### config.mk
export PLATFORM = sky130hd
export DESIGN_NAME = amb_alert_mask_bank
export DESIGN_NICKNAME = d
export VERILOG_FILES = /design/src/inc/amb_pkg.sv /design/src/amb_alert_mask_bank.sv
export SDC_FILE = /design/constraint.sdc
export NUM_CORES = 1
export LEC_CHECK = 0
export ABC_CLOCK_PERIOD_IN_PS = 2400
export BUFFER_PORTS_ARGS = -buffer_cell sky130_fd_sc_hd__buf_2
export CORE_UTILIZATION = 33
export CTS_CLUSTER_SIZE = 20
export DETAILED_ROUTE_END_ITERATION = 8
export PLACE_DENSITY = 0.77
export SYNTH_ARGS = -nofsm -noshare
export SYNTH_HDL_FRONTEND = slang
export SYNTH_SLANG_ARGS = --single-unit
### constraint.sdc
create_clock -name clock -period 2.4 [get_ports clock]
set_clock_uncertainty 0.05 [all_clocks]
set_input_delay 0.36 -clock clock [delete_from_list [all_inputs] [get_ports clock]]
set_output_delay 0.36 -clock clock [all_outputs]
set_load 0.005 [all_outputs]
### src/inc/amb_pkg.sv
package amb_pkg;
	localparam logic [7:0] CMD_ALERT_MASK = 8'h1B;
	localparam logic [7:0] PHASE_ALL = 8'hFF;
	localparam logic [7:0] SEL_VOUT = 8'h7A;
	localparam logic [7:0] SEL_IOUT = 8'h7B;
	localparam logic [7:0] SEL_INPUT = 8'h7C;
	localparam logic [7:0] SEL_TEMP = 8'h7D;
	localparam logic [7:0] SEL_COMMS = 8'h7E;
	localparam logic [7:0] WMASK_VOUT = 8'hFC;
	localparam logic [7:0] WMASK_IOUT = 8'hB0;
	localparam logic [7:0] WMASK_INPUT = 8'h08;
	localparam logic [7:0] WMASK_TEMP = 8'hC0;
	localparam logic [7:0] WMASK_COMMS = 8'hF2;
	localparam int NUM_CAT = 5;
	localparam int CAT_VOUT = 0;
	localparam int CAT_IOUT = 1;
	localparam int CAT_INPUT = 2;
	localparam int CAT_TEMP = 3;
	localparam int CAT_COMMS = 4;
	localparam logic [7:0] ZERO_BYTE = 8'h00;
	localparam int POS_OUT_OVERVOLT_FAULT = 7;
	localparam int POS_OUT_OVERVOLT_WARN = 6;
	localparam int POS_OUT_UNDERVOLT_WARN = 5;
	localparam int POS_OUT_UNDERVOLT_FAULT = 4;
	localparam int POS_OUT_RANGE_VIOLATION = 3;
	localparam int POS_TURN_ON_TIMEOUT = 2;
	localparam int POS_OVERCURRENT_FAULT = 7;
	localparam int POS_OVERCURRENT_WARN = 5;
	localparam int POS_UNDERCURRENT_FAULT = 4;
	localparam int POS_LOW_INPUT_VOLTAGE = 3;
	localparam int POS_OVERTEMP_FAULT = 7;
	localparam int POS_OVERTEMP_WARN = 6;
endpackage

### src/amb_alert_mask_bank.sv
`timescale 1ns/10ps
module amb_alert_mask_bank
	import amb_pkg::*;
(
	input wire logic clock,
	input wire logic rst_b,
	input wire logic [7:0] nvmVout,
	input wire logic [7:0] nvmIout,
	input wire logic [7:0] nvmInput,
	input wire logic [7:0] nvmTemp,
	input wire logic [7:0] nvmComms,
	input wire logic nvmLoad,
	input wire logic [7:0] phase,
	input wire logic [7:0] cmdCode,
	input wire logic wordWrite,
	input wire logic [7:0] wrLowByte,
	input wire logic [7:0] wrHighByte,
	input wire logic readCall,
	input wire logic [7:0] rdStatusCmd,
	input wire logic [7:0] statusVout,
	input wire logic [7:0] statusIout,
	input wire logic [7:0] statusInput,
	input wire logic [7:0] statusTemp,
	input wire logic [7:0] statusComms,
	output logic [7:0] rdData,
	output logic rdValid,
	output logic badData,
	output logic [7:0] backupVout,
	output logic [7:0] backupIout,
	output logic [7:0] backupInput,
	output logic [7:0] backupTemp,
	output logic [7:0] backupComms,
	output logic [7:0] statusOutVout,
	output logic alert
);
	logic [7:0] mask_q [NUM_CAT];
	logic [7:0] nvmVal [NUM_CAT];
	logic [7:0] statusVal [NUM_CAT];
	logic [7:0] wmask [NUM_CAT];
	logic [NUM_CAT-1:0] wrHit;
	logic [NUM_CAT-1:0] rdHit;
	logic [NUM_CAT-1:0] catAlert;
	logic accessOk;
	logic [7:0] rdMux;
	logic alert_d;
	logic alert_q;
	logic wrAny;
	logic rdAny;

	assign nvmVal[CAT_VOUT] = nvmVout;
	assign nvmVal[CAT_IOUT] = nvmIout;
	assign nvmVal[CAT_INPUT] = nvmInput;
	assign nvmVal[CAT_TEMP] = nvmTemp;
	assign nvmVal[CAT_COMMS] = nvmComms;
	assign statusVal[CAT_VOUT] = statusVout;
	assign statusVal[CAT_IOUT] = statusIout;
	assign statusVal[CAT_INPUT] = statusInput;
	assign statusVal[CAT_TEMP] = statusTemp;
	assign statusVal[CAT_COMMS] = statusComms;
	assign wmask[CAT_VOUT] = WMASK_VOUT;
	assign wmask[CAT_IOUT] = WMASK_IOUT;
	assign wmask[CAT_INPUT] = WMASK_INPUT;
	assign wmask[CAT_TEMP] = WMASK_TEMP;
	assign wmask[CAT_COMMS] = WMASK_COMMS;

	// accesses only count at the shared command and the all-phase selection
	assign accessOk = (cmdCode == CMD_ALERT_MASK) && (phase == PHASE_ALL);

	// sub-command decode for writes (low byte) and reads (block byte)
	always_comb begin
		wrHit = '0;
		rdHit = '0;
		case (wrLowByte)
			SEL_VOUT: wrHit[CAT_VOUT] = 1'b1;
			SEL_IOUT: wrHit[CAT_IOUT] = 1'b1;
			SEL_INPUT: wrHit[CAT_INPUT] = 1'b1;
			SEL_TEMP: wrHit[CAT_TEMP] = 1'b1;
			SEL_COMMS: wrHit[CAT_COMMS] = 1'b1;
			default: wrHit = '0;
		endcase
		case (rdStatusCmd)
			SEL_VOUT: rdHit[CAT_VOUT] = 1'b1;
			SEL_IOUT: rdHit[CAT_IOUT] = 1'b1;
			SEL_INPUT: rdHit[CAT_INPUT] = 1'b1;
			SEL_TEMP: rdHit[CAT_TEMP] = 1'b1;
			SEL_COMMS: rdHit[CAT_COMMS] = 1'b1;
			default: rdHit = '0;
		endcase
	end

	assign wrAny = |wrHit;
	assign rdAny = |rdHit;

	genvar gi;
	generate
		for (gi = 0; gi < NUM_CAT; gi++) begin : g_cat
			// nvm value at reset or reload, host writes take effect next edge
			always_ff @(posedge clock) begin
				if (!rst_b || nvmLoad) begin
					mask_q[gi] <= nvmVal[gi] & wmask[gi];
				end else if (wordWrite && accessOk && wrHit[gi]) begin
					mask_q[gi] <= wrHighByte & wmask[gi];
				end
			end
			// per-category alert from unmasked set status bits only
			assign catAlert[gi] = |(statusVal[gi] & ~mask_q[gi]);
		end
	endgenerate

	always_comb begin
		rdMux = ZERO_BYTE;
		for (int i = 0; i < NUM_CAT; i++) begin
			if (rdHit[i]) begin
				rdMux = mask_q[i];
			end
		end
	end

	// one-byte block answer, one cycle after the process call
	always_ff @(posedge clock) begin
		if (!rst_b) begin
			rdData <= ZERO_BYTE;
			rdValid <= 1'b0;
		end else begin
			rdValid <= readCall && accessOk && rdAny;
			rdData <= (readCall && accessOk && rdAny) ? rdMux : rdData;
		end
	end

	// unsupported data pulse for unknown sub-command or wrong phase
	always_ff @(posedge clock) begin
		if (!rst_b) begin
			badData <= 1'b0;
		end else begin
			badData <= (cmdCode == CMD_ALERT_MASK) &&
				((wordWrite && !(accessOk && wrAny)) ||
				(readCall && !(accessOk && rdAny)));
		end
	end

	assign alert_d = |catAlert;
	always_ff @(posedge clock) begin
		if (!rst_b) begin
			alert_q <= 1'b0;
		end else begin
			alert_q <= alert_d;
		end
	end
	assign alert = alert_q;

	// VOUT status passes through untouched by the mask
	assign statusOutVout = statusVout;
	assign backupVout = mask_q[CAT_VOUT];
	assign backupIout = mask_q[CAT_IOUT];
	assign backupInput = mask_q[CAT_INPUT];
	assign backupTemp = mask_q[CAT_TEMP];
	assign backupComms = mask_q[CAT_COMMS];

	// named mask fields, cross-check of the alert path bit by bit
	logic maskOutOvervoltFault;
	logic maskOutOvervoltWarn;
	logic maskOutUndervoltWarn;
	logic maskOutUndervoltFault;
	logic maskOutRangeViolation;
	logic maskTurnOnTimeout;
	logic maskOvercurrentFault;
	logic maskOvercurrentWarn;
	logic maskUndercurrentFault;
	logic maskLowInputVoltage;
	logic maskOvertempFault;
	logic maskOvertempWarn;
	logic fieldAlert;

	assign maskOutOvervoltFault = mask_q[CAT_VOUT][POS_OUT_OVERVOLT_FAULT];
	assign maskOutOvervoltWarn = mask_q[CAT_VOUT][POS_OUT_OVERVOLT_WARN];
	assign maskOutUndervoltWarn = mask_q[CAT_VOUT][POS_OUT_UNDERVOLT_WARN];
	assign maskOutUndervoltFault = mask_q[CAT_VOUT][POS_OUT_UNDERVOLT_FAULT];
	assign maskOutRangeViolation = mask_q[CAT_VOUT][POS_OUT_RANGE_VIOLATION];
	assign maskTurnOnTimeout = mask_q[CAT_VOUT][POS_TURN_ON_TIMEOUT];
	assign maskOvercurrentFault = mask_q[CAT_IOUT][POS_OVERCURRENT_FAULT];
	assign maskOvercurrentWarn = mask_q[CAT_IOUT][POS_OVERCURRENT_WARN];
	assign maskUndercurrentFault = mask_q[CAT_IOUT][POS_UNDERCURRENT_FAULT];
	assign maskLowInputVoltage = mask_q[CAT_INPUT][POS_LOW_INPUT_VOLTAGE];
	assign maskOvertempFault = mask_q[CAT_TEMP][POS_OVERTEMP_FAULT];
	assign maskOvertempWarn = mask_q[CAT_TEMP][POS_OVERTEMP_WARN];

	assign fieldAlert = (statusVout[POS_OUT_OVERVOLT_FAULT] && !maskOutOvervoltFault) ||
		(statusVout[POS_OUT_OVERVOLT_WARN] && !maskOutOvervoltWarn) ||
		(statusVout[POS_OUT_UNDERVOLT_WARN] && !maskOutUndervoltWarn) ||
		(statusVout[POS_OUT_UNDERVOLT_FAULT] && !maskOutUndervoltFault) ||
		(statusVout[POS_OUT_RANGE_VIOLATION] && !maskOutRangeViolation) ||
		(statusVout[POS_TURN_ON_TIMEOUT] && !maskTurnOnTimeout) ||
		(statusIout[POS_OVERCURRENT_FAULT] && !maskOvercurrentFault) ||
		(statusIout[POS_OVERCURRENT_WARN] && !maskOvercurrentWarn) ||
		(statusIout[POS_UNDERCURRENT_FAULT] && !maskUndercurrentFault) ||
		(statusInput[POS_LOW_INPUT_VOLTAGE] && !maskLowInputVoltage) ||
		(statusTemp[POS_OVERTEMP_FAULT] && !maskOvertempFault) ||
		(statusTemp[POS_OVERTEMP_WARN] && !maskOvertempWarn);


	// checks on the mask contract
	chk_vout_low_zero: assert property (@(posedge clock) disable iff (!rst_b)
		backupVout[1:0] == 2'b00) else $error("vout mask low bits not zero");
	chk_iout_fixed_zero: assert property (@(posedge clock) disable iff (!rst_b)
		(backupIout & ~WMASK_IOUT) == ZERO_BYTE) else $error("iout reserved bits set");
	chk_input_only_b3: assert property (@(posedge clock) disable iff (!rst_b)
		(backupInput & ~WMASK_INPUT) == ZERO_BYTE) else $error("input reserved bits set");
	chk_temp_low_zero: assert property (@(posedge clock) disable iff (!rst_b)
		backupTemp[5:0] == 6'h00) else $error("temp low bits set");
	chk_reset_loads_nvm: assert property (@(posedge clock)
		!rst_b |=> backupVout == ($past(nvmVout) & WMASK_VOUT) &&
		backupTemp == ($past(nvmTemp) & WMASK_TEMP)) else $error("reset load lost");
	chk_reset_outputs_low: assert property (@(posedge clock)
		!rst_b |=> !alert && !rdValid && !badData) else $error("outputs high after reset");
	chk_reload_nvm: assert property (@(posedge clock) disable iff (!rst_b)
		nvmLoad |=> backupIout == ($past(nvmIout) & WMASK_IOUT) &&
		backupInput == ($past(nvmInput) & WMASK_INPUT) &&
		backupComms == ($past(nvmComms) & WMASK_COMMS)) else $error("reload lost");
	chk_vout_write_lands: assert property (@(posedge clock) disable iff (!rst_b)
		wordWrite && accessOk && wrLowByte == SEL_VOUT && !nvmLoad
		|=> backupVout == ($past(wrHighByte) & WMASK_VOUT)) else $error("vout write lost");
	chk_iout_write_lands: assert property (@(posedge clock) disable iff (!rst_b)
		wordWrite && accessOk && wrLowByte == SEL_IOUT && !nvmLoad
		|=> backupIout == ($past(wrHighByte) & WMASK_IOUT)) else $error("iout write lost");
	chk_input_write_lands: assert property (@(posedge clock) disable iff (!rst_b)
		wordWrite && accessOk && wrLowByte == SEL_INPUT && !nvmLoad
		|=> backupInput == ($past(wrHighByte) & WMASK_INPUT)) else $error("input write lost");
	chk_temp_write_lands: assert property (@(posedge clock) disable iff (!rst_b)
		wordWrite && accessOk && wrLowByte == SEL_TEMP && !nvmLoad
		|=> backupTemp == ($past(wrHighByte) & WMASK_TEMP)) else $error("temp write lost");
	chk_comms_write_lands: assert property (@(posedge clock) disable iff (!rst_b)
		wordWrite && accessOk && wrLowByte == SEL_COMMS && !nvmLoad
		|=> backupComms == ($past(wrHighByte) & WMASK_COMMS)) else $error("comms write lost");
	chk_phase_guard: assert property (@(posedge clock) disable iff (!rst_b)
		wordWrite && phase != PHASE_ALL && !nvmLoad
		|=> $stable(backupVout) && $stable(backupTemp)) else $error("write outside phase");
	chk_bad_sub_nochange: assert property (@(posedge clock) disable iff (!rst_b)
		cmdCode == CMD_ALERT_MASK && wordWrite && !wrAny && !nvmLoad
		|=> $stable(backupIout) && $stable(backupInput) && badData)
		else $error("unknown sub-command changed mask");
	chk_bad_phase_flag: assert property (@(posedge clock) disable iff (!rst_b)
		cmdCode == CMD_ALERT_MASK && phase != PHASE_ALL && (wordWrite || readCall)
		|=> badData && !rdValid) else $error("wrong phase not flagged");
	chk_bad_sub_read: assert property (@(posedge clock) disable iff (!rst_b)
		cmdCode == CMD_ALERT_MASK && readCall && !rdAny
		|=> badData && !rdValid) else $error("unknown read sub-command answered");
	chk_other_cmd_ignored: assert property (@(posedge clock) disable iff (!rst_b)
		cmdCode != CMD_ALERT_MASK && (wordWrite || readCall) && !nvmLoad
		|=> !badData && !rdValid && $stable(backupIout) && $stable(backupVout))
		else $error("other command touched masks");
	chk_good_write_quiet: assert property (@(posedge clock) disable iff (!rst_b)
		wordWrite && accessOk && wrAny && !readCall |=> !badData)
		else $error("accepted write flagged");
	chk_valid_needs_call: assert property (@(posedge clock) disable iff (!rst_b)
		rdValid |-> $past(readCall) && $past(cmdCode) == CMD_ALERT_MASK)
		else $error("read answer without call");
	chk_bad_needs_access: assert property (@(posedge clock) disable iff (!rst_b)
		badData |-> $past(cmdCode) == CMD_ALERT_MASK && ($past(wordWrite) || $past(readCall)))
		else $error("unsupported flag without access");
	chk_rddata_holds: assert property (@(posedge clock) disable iff (!rst_b)
		!rdValid && $past(rst_b) |-> $stable(rdData)) else $error("read data moved alone");
	chk_read_answer: assert property (@(posedge clock) disable iff (!rst_b)
		readCall && accessOk && rdStatusCmd == SEL_TEMP && !nvmLoad
		|=> rdValid && rdData == $past(backupTemp)) else $error("read answer wrong");
	chk_read_vout: assert property (@(posedge clock) disable iff (!rst_b)
		readCall && accessOk && rdStatusCmd == SEL_VOUT
		|=> rdValid && rdData == $past(backupVout)) else $error("vout read wrong");
	chk_read_iout: assert property (@(posedge clock) disable iff (!rst_b)
		readCall && accessOk && rdStatusCmd == SEL_IOUT
		|=> rdValid && rdData == $past(backupIout)) else $error("iout read wrong");
	chk_read_input: assert property (@(posedge clock) disable iff (!rst_b)
		readCall && accessOk && rdStatusCmd == SEL_INPUT
		|=> rdValid && rdData == $past(backupInput)) else $error("input read wrong");
	chk_read_comms: assert property (@(posedge clock) disable iff (!rst_b)
		readCall && accessOk && rdStatusCmd == SEL_COMMS
		|=> rdValid && rdData == $past(backupComms)) else $error("comms read wrong");
	chk_alert_follows: assert property (@(posedge clock) disable iff (!rst_b)
		(|(statusVout & ~backupVout) || |(statusIout & ~backupIout) ||
		|(statusInput & ~backupInput) || |(statusTemp & ~backupTemp) ||
		|(statusComms & ~backupComms)) |=> alert) else $error("alert missed unmasked status");
	chk_masked_quiet: assert property (@(posedge clock) disable iff (!rst_b)
		((statusVout & ~backupVout) | (statusIout & ~backupIout) |
		(statusInput & ~backupInput) | (statusTemp & ~backupTemp) |
		(statusComms & ~backupComms)) == ZERO_BYTE
		|=> !alert) else $error("masked status raised alert");
	chk_field_alert: assert property (@(posedge clock) disable iff (!rst_b)
		fieldAlert |=> alert) else $error("named field did not raise alert");
endmodule

After elaboration in Yosys (flattened, before gate mapping)
Memory sizes are Yosys's and may differ from the RTL's. Cells that the tools add are included.

Memories: 1. Input port bits: 125. Memory bits (writable): 35. Register bits after elaboration: 11.

Mux-type cells: 37. Reduce and logical (&&, ||, !) cells: 22. Equal/unequal tests: 12. Bitwise operators: 15.

Memories: mask_q (words 5, bits a word 7, rd ports 5, clocked after Yosys merged registers in 0, wr ports 5, line amb_alert_mask_bank.sv:36) `logic [7:0] mask_q [NUM_CAT];`.

Operators by type and width (count): == test 8 x 7 -> 1 bit (second input constant) (10); bitwise AND 8 bit (5); two-way mux 8 bit (5); NOT 8 bit (5); OR reduction 40 bit (1); two-way mux 7 bit (5); two-way mux 1 bit (27); logical AND 1 bit (14); OR reduction 5 bit (2); == test 8 x 5 -> 1 bit (second input constant) (1); == test 8 bit (second input constant) (1); bitwise OR 1 bit (5); logical NOT 1 bit (3); logical OR 1 bit (2).

Longest topological paths before layout
Gate-level depths: netlist of the first run.

Depth in word-level cells: 8. Gate-level depth with buffers: 6.

Worst setup path before layout of the first run
Ideal clock, no wire load.

Path type: input-to-reg. From: input port cmdCode[5]. To: memory mask_q[0][1] in the netlist's numbering, enable pin. Path slack: -0.026 ns. Stages: 4. Arrival: 1.997 ns. Cells stage by stage: or4b_4 -> nor4_1 -> nand2_1 -> o31ai_1.

RTL lines: start, declared (line amb_alert_mask_bank.sv:14) `input wire logic [7:0] cmdCode,`; end, declared (line amb_alert_mask_bank.sv:36).

==> summary.txt, run 1 <==
Logic synthesis
  – #FFs+latches synth: 27
  – Post-Synthesis Cells: 206
  – Synthesis Warnings: 0
  – Sequential share of the synthesized area: about 37%
  – Post-synth top area cell: edfxtp_1
  – EDFF count, synth: 17
  – Syn_area_per_cell: 9.329 um2
  – Share of flip-flops with an asynchronous set or reset: 0%
  – Ys flop type: edfxtp_1
  – Synthesized area: 1922 um2
  – Top post-synthesis cells by area: edfxtp_1 (27%), buf_4 (13%), dfxtp_1 (10%)
  – Post-synth top area share: 26.56%
  – Synth cell types: 40

Layout
  – ANT cells: 0
  – P&R area growth vs syn: 36.65%
  – # nets final: 466
  – Final non-filler cell total: approximately 410
  – Final Cell Area: 2626 um2
  – Layout cell share with drive strength beyond 1: roughly half
  – Most common cell after layout, fill and taps aside: buf_2
  – Commonest non-fill, non-tap cells in the layout: buf_2 (135), conb_1 (24), inv_1 (17), mux2_2 (17), edfxtp_1 (17)

Clock network
  – Clk buf depth: 2
  – H-Tree Depth: 1
  – # resized after CTS: 0
  – Clock root cell: clkbuf_8
  – Clock-pin slew on the worst setup and hold paths: about 0.090 ns
  – Worst-Skew Late Latency: 0.27 ns
  – Cts bufs inserted: 3
  – Post-CTS setup buffers: 0
  – Clock tree from TritonCTS: done
  – CTS Hold Bufs: 0
  – Clock sink total: 27

Power and ir drop
  – Power Density: 391.4 nW/um2
  – VDD IR max: approximately 360 uV
  – Pwr Total: 1.028 mW
  – Leak Pwr: 1.316 nW

Routing
  – DRT iter0 DRCs: approximately 120
  – DR vias: 1,937
  – Final ANT Viol Nets: 0
  – DR DRC count: 0
  – Drt pass-1 iters: 4
  – Vias per cell: ~4.7
  – Wirelength per Cell: 13.71 um
  – WL final: 5.649 mm

Place
  – Port Buf Inserts: between 100 and 150
  – Cells after DPL: 408
  – Cell area after placement: roughly 2600 um2
  – DP Worst Slack: 0.06578 ns
  – Post-detail-place hpwl: 4.967 mm
  – Gpl congestion: approximately 0.8

Worst setup path
  – Critical Path AT: between 2 and 2.5 ns
  – Worst Setup Start Kind: primary input
  – CP max stage delay: 0.55 ns
  – Crit end category: flip-flop
  – Top delay family on crit path: simple AND/OR/NAND/NOR gates
  – CP required: 2.37 ns
  – Crit path kind: in2reg
  – CP Cell Sequence: buf_2 -> or4b_4 -> nor4_1 -> buf_4 -> nand4_1 -> buf_4 -> mux2_2
  – Most used cell, CP: buf_4
  – Worst path bufs/invs: 3
  – Crit-path max FO: 5
  – CP max-delay cell: or4b_4

STA
  – Final worst-path cycle share: 85.29%
  – RSZ-0062 raised after global routing: false
  – Setup TNS Final: 0 ns
  – Max Fclk: around 0.49 GHz
  – Final worst setup slack: ~0.35 ns
  – Endpoints failing setup: 0
  – Hold Vio Cnt, Final: 0
  – Fin crit period: between 2 and 2.5 ns
  – Fin. max-slew vios: 0

Outcome
  – Outcome: complete, no violations

Min path
  – Hold Crit Class: in2reg

Floorplan
  – DIE AREA: 6133 um2
  – Chip width: between 70 and 80 um
  – Effective utilization at floorplan: roughly 34%
  – Core area: 5574 um2
  – Chip height: just under 80 um
  – # rows: 27
  – # IOs: 184

Global routing
  – Number of global-route vias before repair: 1,829
  – Initial antenna violation count: 0
  – GRT overflow: 0
  – Largest net degree at the start of global routing: 16
  – First-pass GRT wire length: 8.721 mm
  – Gr usage total: 18.38%

Job
  – Max-cap violations: 0
[registers in the layout, indices dropped and copies added (netlist names)]
register  count
mask_q       17
rdData        7
badData       1
alert         1
rdValid       1
[synth_stat cells, types with 5 or more instances]
cell and n:
buf_4 32, edfxtp_1 17, inv_1 17, mux2_2 17, nand2_1 15, dfxtp_1 10, mux2i_1 10, nor4_1 9
o21ai_0 8, nand3_1 7, nand2b_1 6, nor2_1 6, nand3b_1 5, o22ai_1 5
[power breakdown]
| part | total, mW | internal [mW] | switching (mW) |
|---|---|---|---|
| clock | 0.250 | 0.116 | 0.134 |
| combinational | 0.229 | 0.122 | 0.106 |
| sequential | 0.549 | 0.524 | 0.0246 |
[kinds of logic (layout without fill, tap and decap cells)]
logic type / count (synthesis) / after routing / share of synthesized area (%)
buffers and inverters: 54 / 165 / 17.19
other: 1 / 24 / 0.1951
AO/OA/AOI/OAI: 25 / 25 / 8.529
multiplexers: 27 / 27 / 15.17
flip-flops: 27 / 27 / 36.98
AND/OR/NAND/NOR: 72 / 72 / 21.94
[metrics by stage]
| step | utilization (%) | hold WS [ns] |
|---|---|---|
| global route | 47.12 | 0.2975 |
| CTS | 47.12 | 0.2803 |
| global placement | 46.29 | 0.3950 |
| detailed placement | 46.29 | 0.3988 |
| floorplan | - | 0.4044 |
| finish | 47.12 | 0.2867 |
[worst paths after layout]
check        cells after the start  slack [ns]    startpoint            to
max                              7        0.35    cmdCode[5]  mask_q[0][5]
min                              3        0.29      readCall       rdValid
max reg2reg                      4        0.95  mask_q[0][2]         alert
min reg2reg                      2        0.41     rdData[2]     rdData[2]
[cell type report]
class                           instances  area (um2)
Clock buffer                            3       41.29
Clock inverter                          1       5.005
Fill cell                             579        2948
Inverter                               17       63.81
Multi-Input combinational cell        148       972.2
Sequential cell                        27       710.7
Tap cell                               72       90.09
Timing Repair Buffer                  144       743.2
[worst reg2reg max path, stage by stage, from the launching register on]
cell       delay, ns
edfxtp_1        0.39
nand2b_1        0.17
o2111ai_1       0.12
a2111oi_0       0.45
a31oi_1         0.14
[layer usage]
layer  track usage, %  share of wire [%]
met1            23.36                 43
met4            4.259                2.1
met2            31.67                 51
met3            3.953                4.7
met5                0                  0
Power figures use the tool's default switching activity.
==> run 2: changes to the inputs <==
--- a/config.mk
+++ b/config.mk
@@ -7,6 +7,7 @@
 export LEC_CHECK = 0
 export ABC_CLOCK_PERIOD_IN_PS = 2400
 export BUFFER_PORTS_ARGS = -buffer_cell sky130_fd_sc_hd__buf_2
+export CORE_ASPECT_RATIO = 0.6
 export CORE_UTILIZATION = 33
 export CTS_CLUSTER_SIZE = 20
 export DETAILED_ROUTE_END_ITERATION = 8
==> constraint.sdc (replaced) <==
create_clock -name clock -period 2.4 [get_ports clock]
set_clock_uncertainty 0.05 [all_clocks]
set_input_delay 0.36 -clock clock [delete_from_list [all_inputs] [get_ports clock]]
set_output_delay 0.36 -clock clock [all_outputs]
set_load 0.02 [all_outputs]
==> summary.txt, run 2 (same netlist as run 1, synthesis figures left out) <==
Outcome
  – Outcome: complete, no violations

Worst setup path
  – Worst path bufs/invs: 2 (-1)
  – CP Cell Sequence: buf_2 -> or4b_4 -> or3_1 -> or4_1 -> buf_4 -> mux2i_1
  – CP max stage delay: 0.56 ns (about the same)
  – Crit end category: flip-flop
  – Crit path kind: in2reg
  – Crit-path max FO: 7 (+2)
  – CP required: 2.52 ns (+0.15 ns)
  – CP max-delay cell: or4b_4
  – Worst Setup Start Kind: primary input
  – Top delay family on crit path: simple AND/OR/NAND/NOR gates
  – Critical Path AT: 2.19 ns (+0.18 ns)

STA
  – RSZ-0062 raised after global routing: false
  – Endpoints failing setup: 0 (unchanged)
  – Worst-Margin Slew: 0.5228 ns
  – Hold Vio Cnt, Final: 0 (unchanged)
  – Final worst-path cycle share: 86.16% (+0.87 points)
  – Hold slack: 0.2657 ns (-0.02091 ns)
  – Max-slew headroom: 64.24%
  – Final worst setup slack: 0.3322 ns (-0.02079 ns)
  – Max Fclk: 0.4836 GHz (-1.0%)
  – Setup TNS Final: 0 ns (unchanged)
  – Fin crit period: 2.068 ns (+0.02079 ns)
  – Fin. max-slew vios: 0 (unchanged)

Routing
  – Wirelength per Cell: 13.58 um (-0.92%)
  – DR vias: 1,937 (unchanged)
  – DR DRC count: 0 (unchanged)
  – WL met1: 2.669 mm (+11%)
  – Length of routed met2 wiring: 2.618 mm (-8.6%)
  – DRT iter0 DRCs: 79 (-32%)
  – Final ANT Viol Nets: 0 (unchanged)
  – Vias per cell: 4.623 (-1.7%)
  – Highest Signal Layer: met4
  – Met3 wire len: 388 um (+48%)
  – WL final: 5.692 mm (+0.76%)
  – Drt pass-1 iters: 4 (unchanged)

Global routing
  – GRT overflow: 0 (unchanged)
  – Gr usage total: 18.39% (about the same)
  – Largest net degree at the start of global routing: 18 (+2)
  – Initial antenna violation count: 0 (unchanged)
  – First-pass GRT wire length: 8.342 mm (-4.3%)
  – Number of global-route vias before repair: 1,632 (-11%)

Clock network
  – Cts bufs inserted: 3 (unchanged)
  – Clock tree from TritonCTS: done
  – Worst-Skew Late Latency: 0.29 ns (+0.02 ns)
  – # resized after CTS: 0 (unchanged)
  – Clock-pin slew on the worst setup and hold paths: 0.10 ns (about the same)
  – H-Tree Depth: 1 (unchanged)
  – Clock root cell: clkbuf_8
  – Post-CTS setup buffers: 0 (unchanged)
  – Clock sink total: 27 (unchanged)
  – Clk buf depth: 2 (unchanged)
  – CTS Hold Bufs: 0 (unchanged)

Min path
  – Hold Crit Class: in2reg

Power and ir drop
  – Power Density: 430.0 nW/um2 (+9.9%)
  – Leak Pwr: 1.311 nW (-0.34%)
  – Pwr Total: 1.132 mW (+10%)
  – VDD IR max: 251.5 uV (-30%)

Layout
  – Layout cell share with drive strength beyond 1: 49.56% (-0.15 points)
  – Biggest register: mask_q
  – # nets final: 465 (-0.21%)
  – Commonest non-fill, non-tap cells in the layout: buf_2 (135), conb_1 (24), inv_1 (17), mux2_2 (17), edfxtp_1 (17)
  – Most common cell after layout, fill and taps aside: buf_2
  – P&R area growth vs syn: 36.98%
  – Final non-filler cell total: 419 (+1.7%)
  – Final core occ: 47.04% (-0.078 points)
  – Filler instances: 574 (-0.86%)
  – ANT cells: 0 (unchanged)
  – Final Cell Area: 2633 um2 (+0.24%)
  – Top Registers: mask_q x17, rdData x7
  – Largest register FFs: 17 (unchanged)

Place
  – Cell area after placement: 2582 um2 (about the same)
  – Post-detail-place hpwl: 4.872 mm (-1.9%)
  – DP Worst Slack: 0.01723 ns (-0.04855 ns)
  – Cells after DPL: 415 (+1.7%)
  – Port Buf Inserts: 135 (unchanged)
  – Gpl congestion: 0.8138 (+1.7%)

Floorplan
  – # IOs: 184 (unchanged)
  – Effective utilization at floorplan: 34.34% (-0.14 points)
  – Core area: 5597 um2 (+0.40%)
  – # rows: 21 (-22%)
  – Chip width: 100.5 um (+28%)
  – Chip height: 61.11 um (-22%)
  – DIE AREA: 6143 um2 (+0.16%)

Job
  – Max-cap violations: 0 (unchanged)
run 2: cell count changes in the layout (fill, tap and decap cells not counted):
cell	delta
buf_4	-1
inv_6	+1
clkinv_2	-1
run 2: worst reg2reg max path, stage by stage, from the launching register on:
cell and delay [ns]:
edfxtp_1 0.41, nand2b_1 0.12, o2111ai_1 0.11, a2111oi_0 0.53
a31oi_1 0.15
run 2: worst paths after layout:
path / start / end / slack (ns) / cells past startpoint
setup / recovery: cmdCode[5] / rdData[6] / 0.33 / 6
setup reg to reg: mask_q[0][2] / alert / 0.90 / 4
hold / removal: readCall / rdValid / 0.27 / 3
hold reg to reg: rdData[7] / rdData[7] / 0.42 / 2
run 2: layout make-up:
cell class                 count  area, um2  share of cell area [%]
tap                           80      100.1                   3.802
clock inverter                 1      8.758                  0.3327
timing repair buffer         143      735.7                   27.95
multi-input combinational    148      972.2                   36.93
sequential                    27      710.7                   27.00
clock buffer                   3      41.29                   1.568
inverter                      17      63.81                   2.424
run 2: layer usage:
| metal | global-route usage, % | vias to the layer above |
|---|---|---|
| li1 | - | 960 |
| met5 | 0 | - |
| met1 | 25.65 | 895 |
| met2 | 29.55 | 78 |
| met4 | 2.484 | 0 |
| met3 | 5.108 | 4 |
run 2: power breakdown:
part	internal, mW	switching (mW)	leakage [nW]
clock network	0.122	0.166	0.0261
registers	0.525	0.0292	0.254
logic	0.123	0.166	1.03
==> run 3: changes to the inputs <==
--- a/config.mk
+++ b/config.mk
@@ -6,12 +6,13 @@
 export NUM_CORES = 1
 export LEC_CHECK = 0
 export ABC_CLOCK_PERIOD_IN_PS = 2400
-export BUFFER_PORTS_ARGS = -buffer_cell sky130_fd_sc_hd__buf_2
-export CORE_ASPECT_RATIO = 0.6
-export CORE_UTILIZATION = 33
+export CORE_AREA = 2 2 71 73
 export CTS_CLUSTER_SIZE = 20
 export DETAILED_ROUTE_END_ITERATION = 8
-export PLACE_DENSITY = 0.77
+export DIE_AREA = 0 0 73 75
+export DONT_BUFFER_PORTS = 1
+export PLACE_DENSITY = 0.57
+export SLEW_MARGIN = 20
 export SYNTH_ARGS = -nofsm -noshare
 export SYNTH_HDL_FRONTEND = slang
 export SYNTH_SLANG_ARGS = --single-unit
==> summary.txt, run 3 (same netlist as run 1, synthesis figures left out) <==
STA
  – Setup TNS Final: 0 ns (unchanged)
  – Fin. max-slew vios: 0 (unchanged)
  – Final worst-path cycle share: 85.12% (-1.0 points)
  – Endpoints failing setup: 0 (unchanged)
  – Max Fclk: 0.4895 GHz (+1.2%)
  – Fin crit period: 2.043 ns (-0.02483 ns)
  – Hold Vio Cnt, Final: 0 (unchanged)
  – Final worst setup slack: 0.3570 ns (+0.02483 ns)
  – RSZ-0062 raised after global routing: false

Power and ir drop
  – Psw: 293.4 uW (-19%)
  – Leak Pwr: 0.7558 nW (-42%)
  – Internal Power: 692.2 uW (-10%)
  – Comb pwr share: 12.0% (-14 points)
  – Clock power share: 28.0% (+2.5 points)
  – Pwr Total: 985.6 uW (-13%)
  – Power Density: 516.2 nW/um2 (+20%)
  – Sequential power share: 60.0% (+11 points)
  – Sw frac: 29.77% (-2.2 points)
  – VDD IR max: 365.1 uV (+45%)

Worst setup path
  – CP max-delay cell: or4_1
  – Worst path bufs/invs: 0 (-2)
  – CP max stage delay: 0.72 ns (+0.16 ns)
  – Top delay family on crit path: simple AND/OR/NAND/NOR gates
  – CP Cell Sequence: or4b_4 -> or3_1 -> or4_1 -> mux2i_1
  – Critical path origin: cmdCode[5]
  – Crit end category: flip-flop
  – Crit Reg-Reg Startpoint: mask_q[0][2]
  – Worst Setup Start Kind: primary input
  – Crit-path max FO: 7 (unchanged)
  – Critical Path AT: 2.15 ns (-0.04 ns)
  – CP required: 2.51 ns (about the same)
  – Crit path kind: in2reg

Layout
  – Final core occ: 40.97% (-6.1 points)
  – Biggest register: mask_q
  – Top Registers: mask_q x17, rdData x7
  – Commonest non-fill, non-tap cells in the layout: conb_1 (24), inv_1 (17), mux2_2 (17), edfxtp_1 (17), nand2_1 (15)
  – Layout cell share with drive strength beyond 1: 15.35% (-34 points)
  – ANT cells: 0 (unchanged)
  – P&R area growth vs syn: -0.6511%
  – Most common cell after layout, fill and taps aside: conb_1
  – Largest register FFs: 17 (unchanged)
  – Final Cell Area: 1909 um2 (-27%)
  – # nets final: 328 (-29%)

Global routing
  – First-pass GRT wire length: 7.072 mm (-15%)
  – Gr usage total: 17.30% (-1.1 points)
  – GRT overflow: 0 (unchanged)
  – Largest net degree at the start of global routing: 18 (unchanged)
  – Initial antenna violation count: 0 (unchanged)
  – Number of global-route vias before repair: 1,324 (-19%)

Routing
  – Final ANT Viol Nets: 0 (unchanged)
  – DR vias: 1,449 (-25%)
  – Length of routed met2 wiring: 2.396 mm (-8.5%)
  – WL final: 4.972 mm (-13%)
  – DR DRC count: 0 (unchanged)
  – DRT iter0 DRCs: 47 (-41%)
  – Vias per cell: 5.660 (+22%)
  – Highest Signal Layer: met4
  – Wirelength per Cell: 19.42 um (+43%)
  – Drt pass-1 iters: 4 (unchanged)
  – Met3 wire len: 371 um (-4.4%)
  – WL met1: 2.139 mm (-20%)

Clock network
  – # resized after CTS: 0 (unchanged)
  – Worst-Skew Late Latency: 0.28 ns (about the same)
  – Clock-pin slew on the worst setup and hold paths: 0.10 ns (about the same)
  – Clock root cell: clkbuf_8
  – Cts bufs inserted: 3 (unchanged)
  – Clk buf depth: 2 (unchanged)
  – CTS Hold Bufs: 0 (unchanged)
  – H-Tree Depth: 1 (unchanged)
  – Post-CTS setup buffers: 0 (unchanged)
  – Clock tree from TritonCTS: done
  – Clock sink total: 27 (unchanged)

Floorplan
  – Core area: 4661 um2 (-17%)
  – Effective utilization at floorplan: 41.23% (+6.9 points)
  – Chip height: 75 um (+23%)
  – DIE AREA: 5475 um2 (-11%)
  – # IOs: 184 (unchanged)
  – # rows: 25 (+19%)
  – Chip width: 73 um (-27%)

Min path
  – Hold Crit Class: in2reg
  – Hold_sp: readCall

Job
  – Max-cap violations: 0 (unchanged)

Outcome
  – Outcome: complete, no violations

Place
  – Port Buf Inserts: 0 (-100%)
  – Cell area after placement: 1859 um2 (-28%)
  – DP Worst Slack: 0.04322 ns (+0.02599 ns)
  – Post-detail-place hpwl: 4.239 mm (-13%)
  – Gpl congestion: 0.8316 (+2.2%)
-- run 3: cell count changes in the layout (fill, tap and decap cells not counted), sizes merged --
cell / before / now
buf: 143 / 6
-- run 3: worst paths after layout --
| check | cells past startpoint | slack, ns | endpoint |
|---|---|---|---|
| hold / removal | 2 | 0.17 | rdValid |
| hold reg to reg | 2 | 0.51 | rdData[6] |
| setup reg to reg | 4 | 0.78 | alert |
| setup / recovery | 4 | 0.36 | rdData[5] |
-- run 3: stage by stage --
stage | instances | hold WS, ns
final | 256 | 0.1661
after global routing | 256 | 0.1811
after CTS | 256 | 0.1599
after detailed placement | 252 | 0.4604
after global placement | 252 | 0.4467
after floorplan | 229 | 0.4411
-- run 3: power by group through the flow --
stage	registers (mW)	logic, mW	clock network [mW]
2_1_floorplan	0.587	0.155	0
3_3_place_gp	0.603	0.118	0
3_5_place_dp	0.603	0.118	0
4_1_cts	0.592	0.119	0.285
5_1_grt	0.596	0.131	0.307
6_report	0.591	0.119	0.276
-- run 3: final cells by class --
class / count / area, um2
clock inverters: 1 / 8.758
flip-flops and latches: 27 / 710.7
clock buffers: 3 / 41.29
inverters: 17 / 63.81
fillers: 478 / 2751
well taps: 54 / 67.56
multi-input cells: 148 / 972.2
repair buffers: 6 / 45.04
-- run 3: worst register-to-register path, cell delays in order (launching register included) --
cell and delay, ns:
edfxtp_1 0.52, nand2b_1 0.19, o2111ai_1 0.12, a2111oi_0 0.47, a31oi_1 0.15
-- run 3: routing by layer --
layer  up-vias  track usage [%]
met2        66            27.03
met4         0            3.909
met3         4            5.355
met1       692            23.59
met5         -                0
li1        687                -
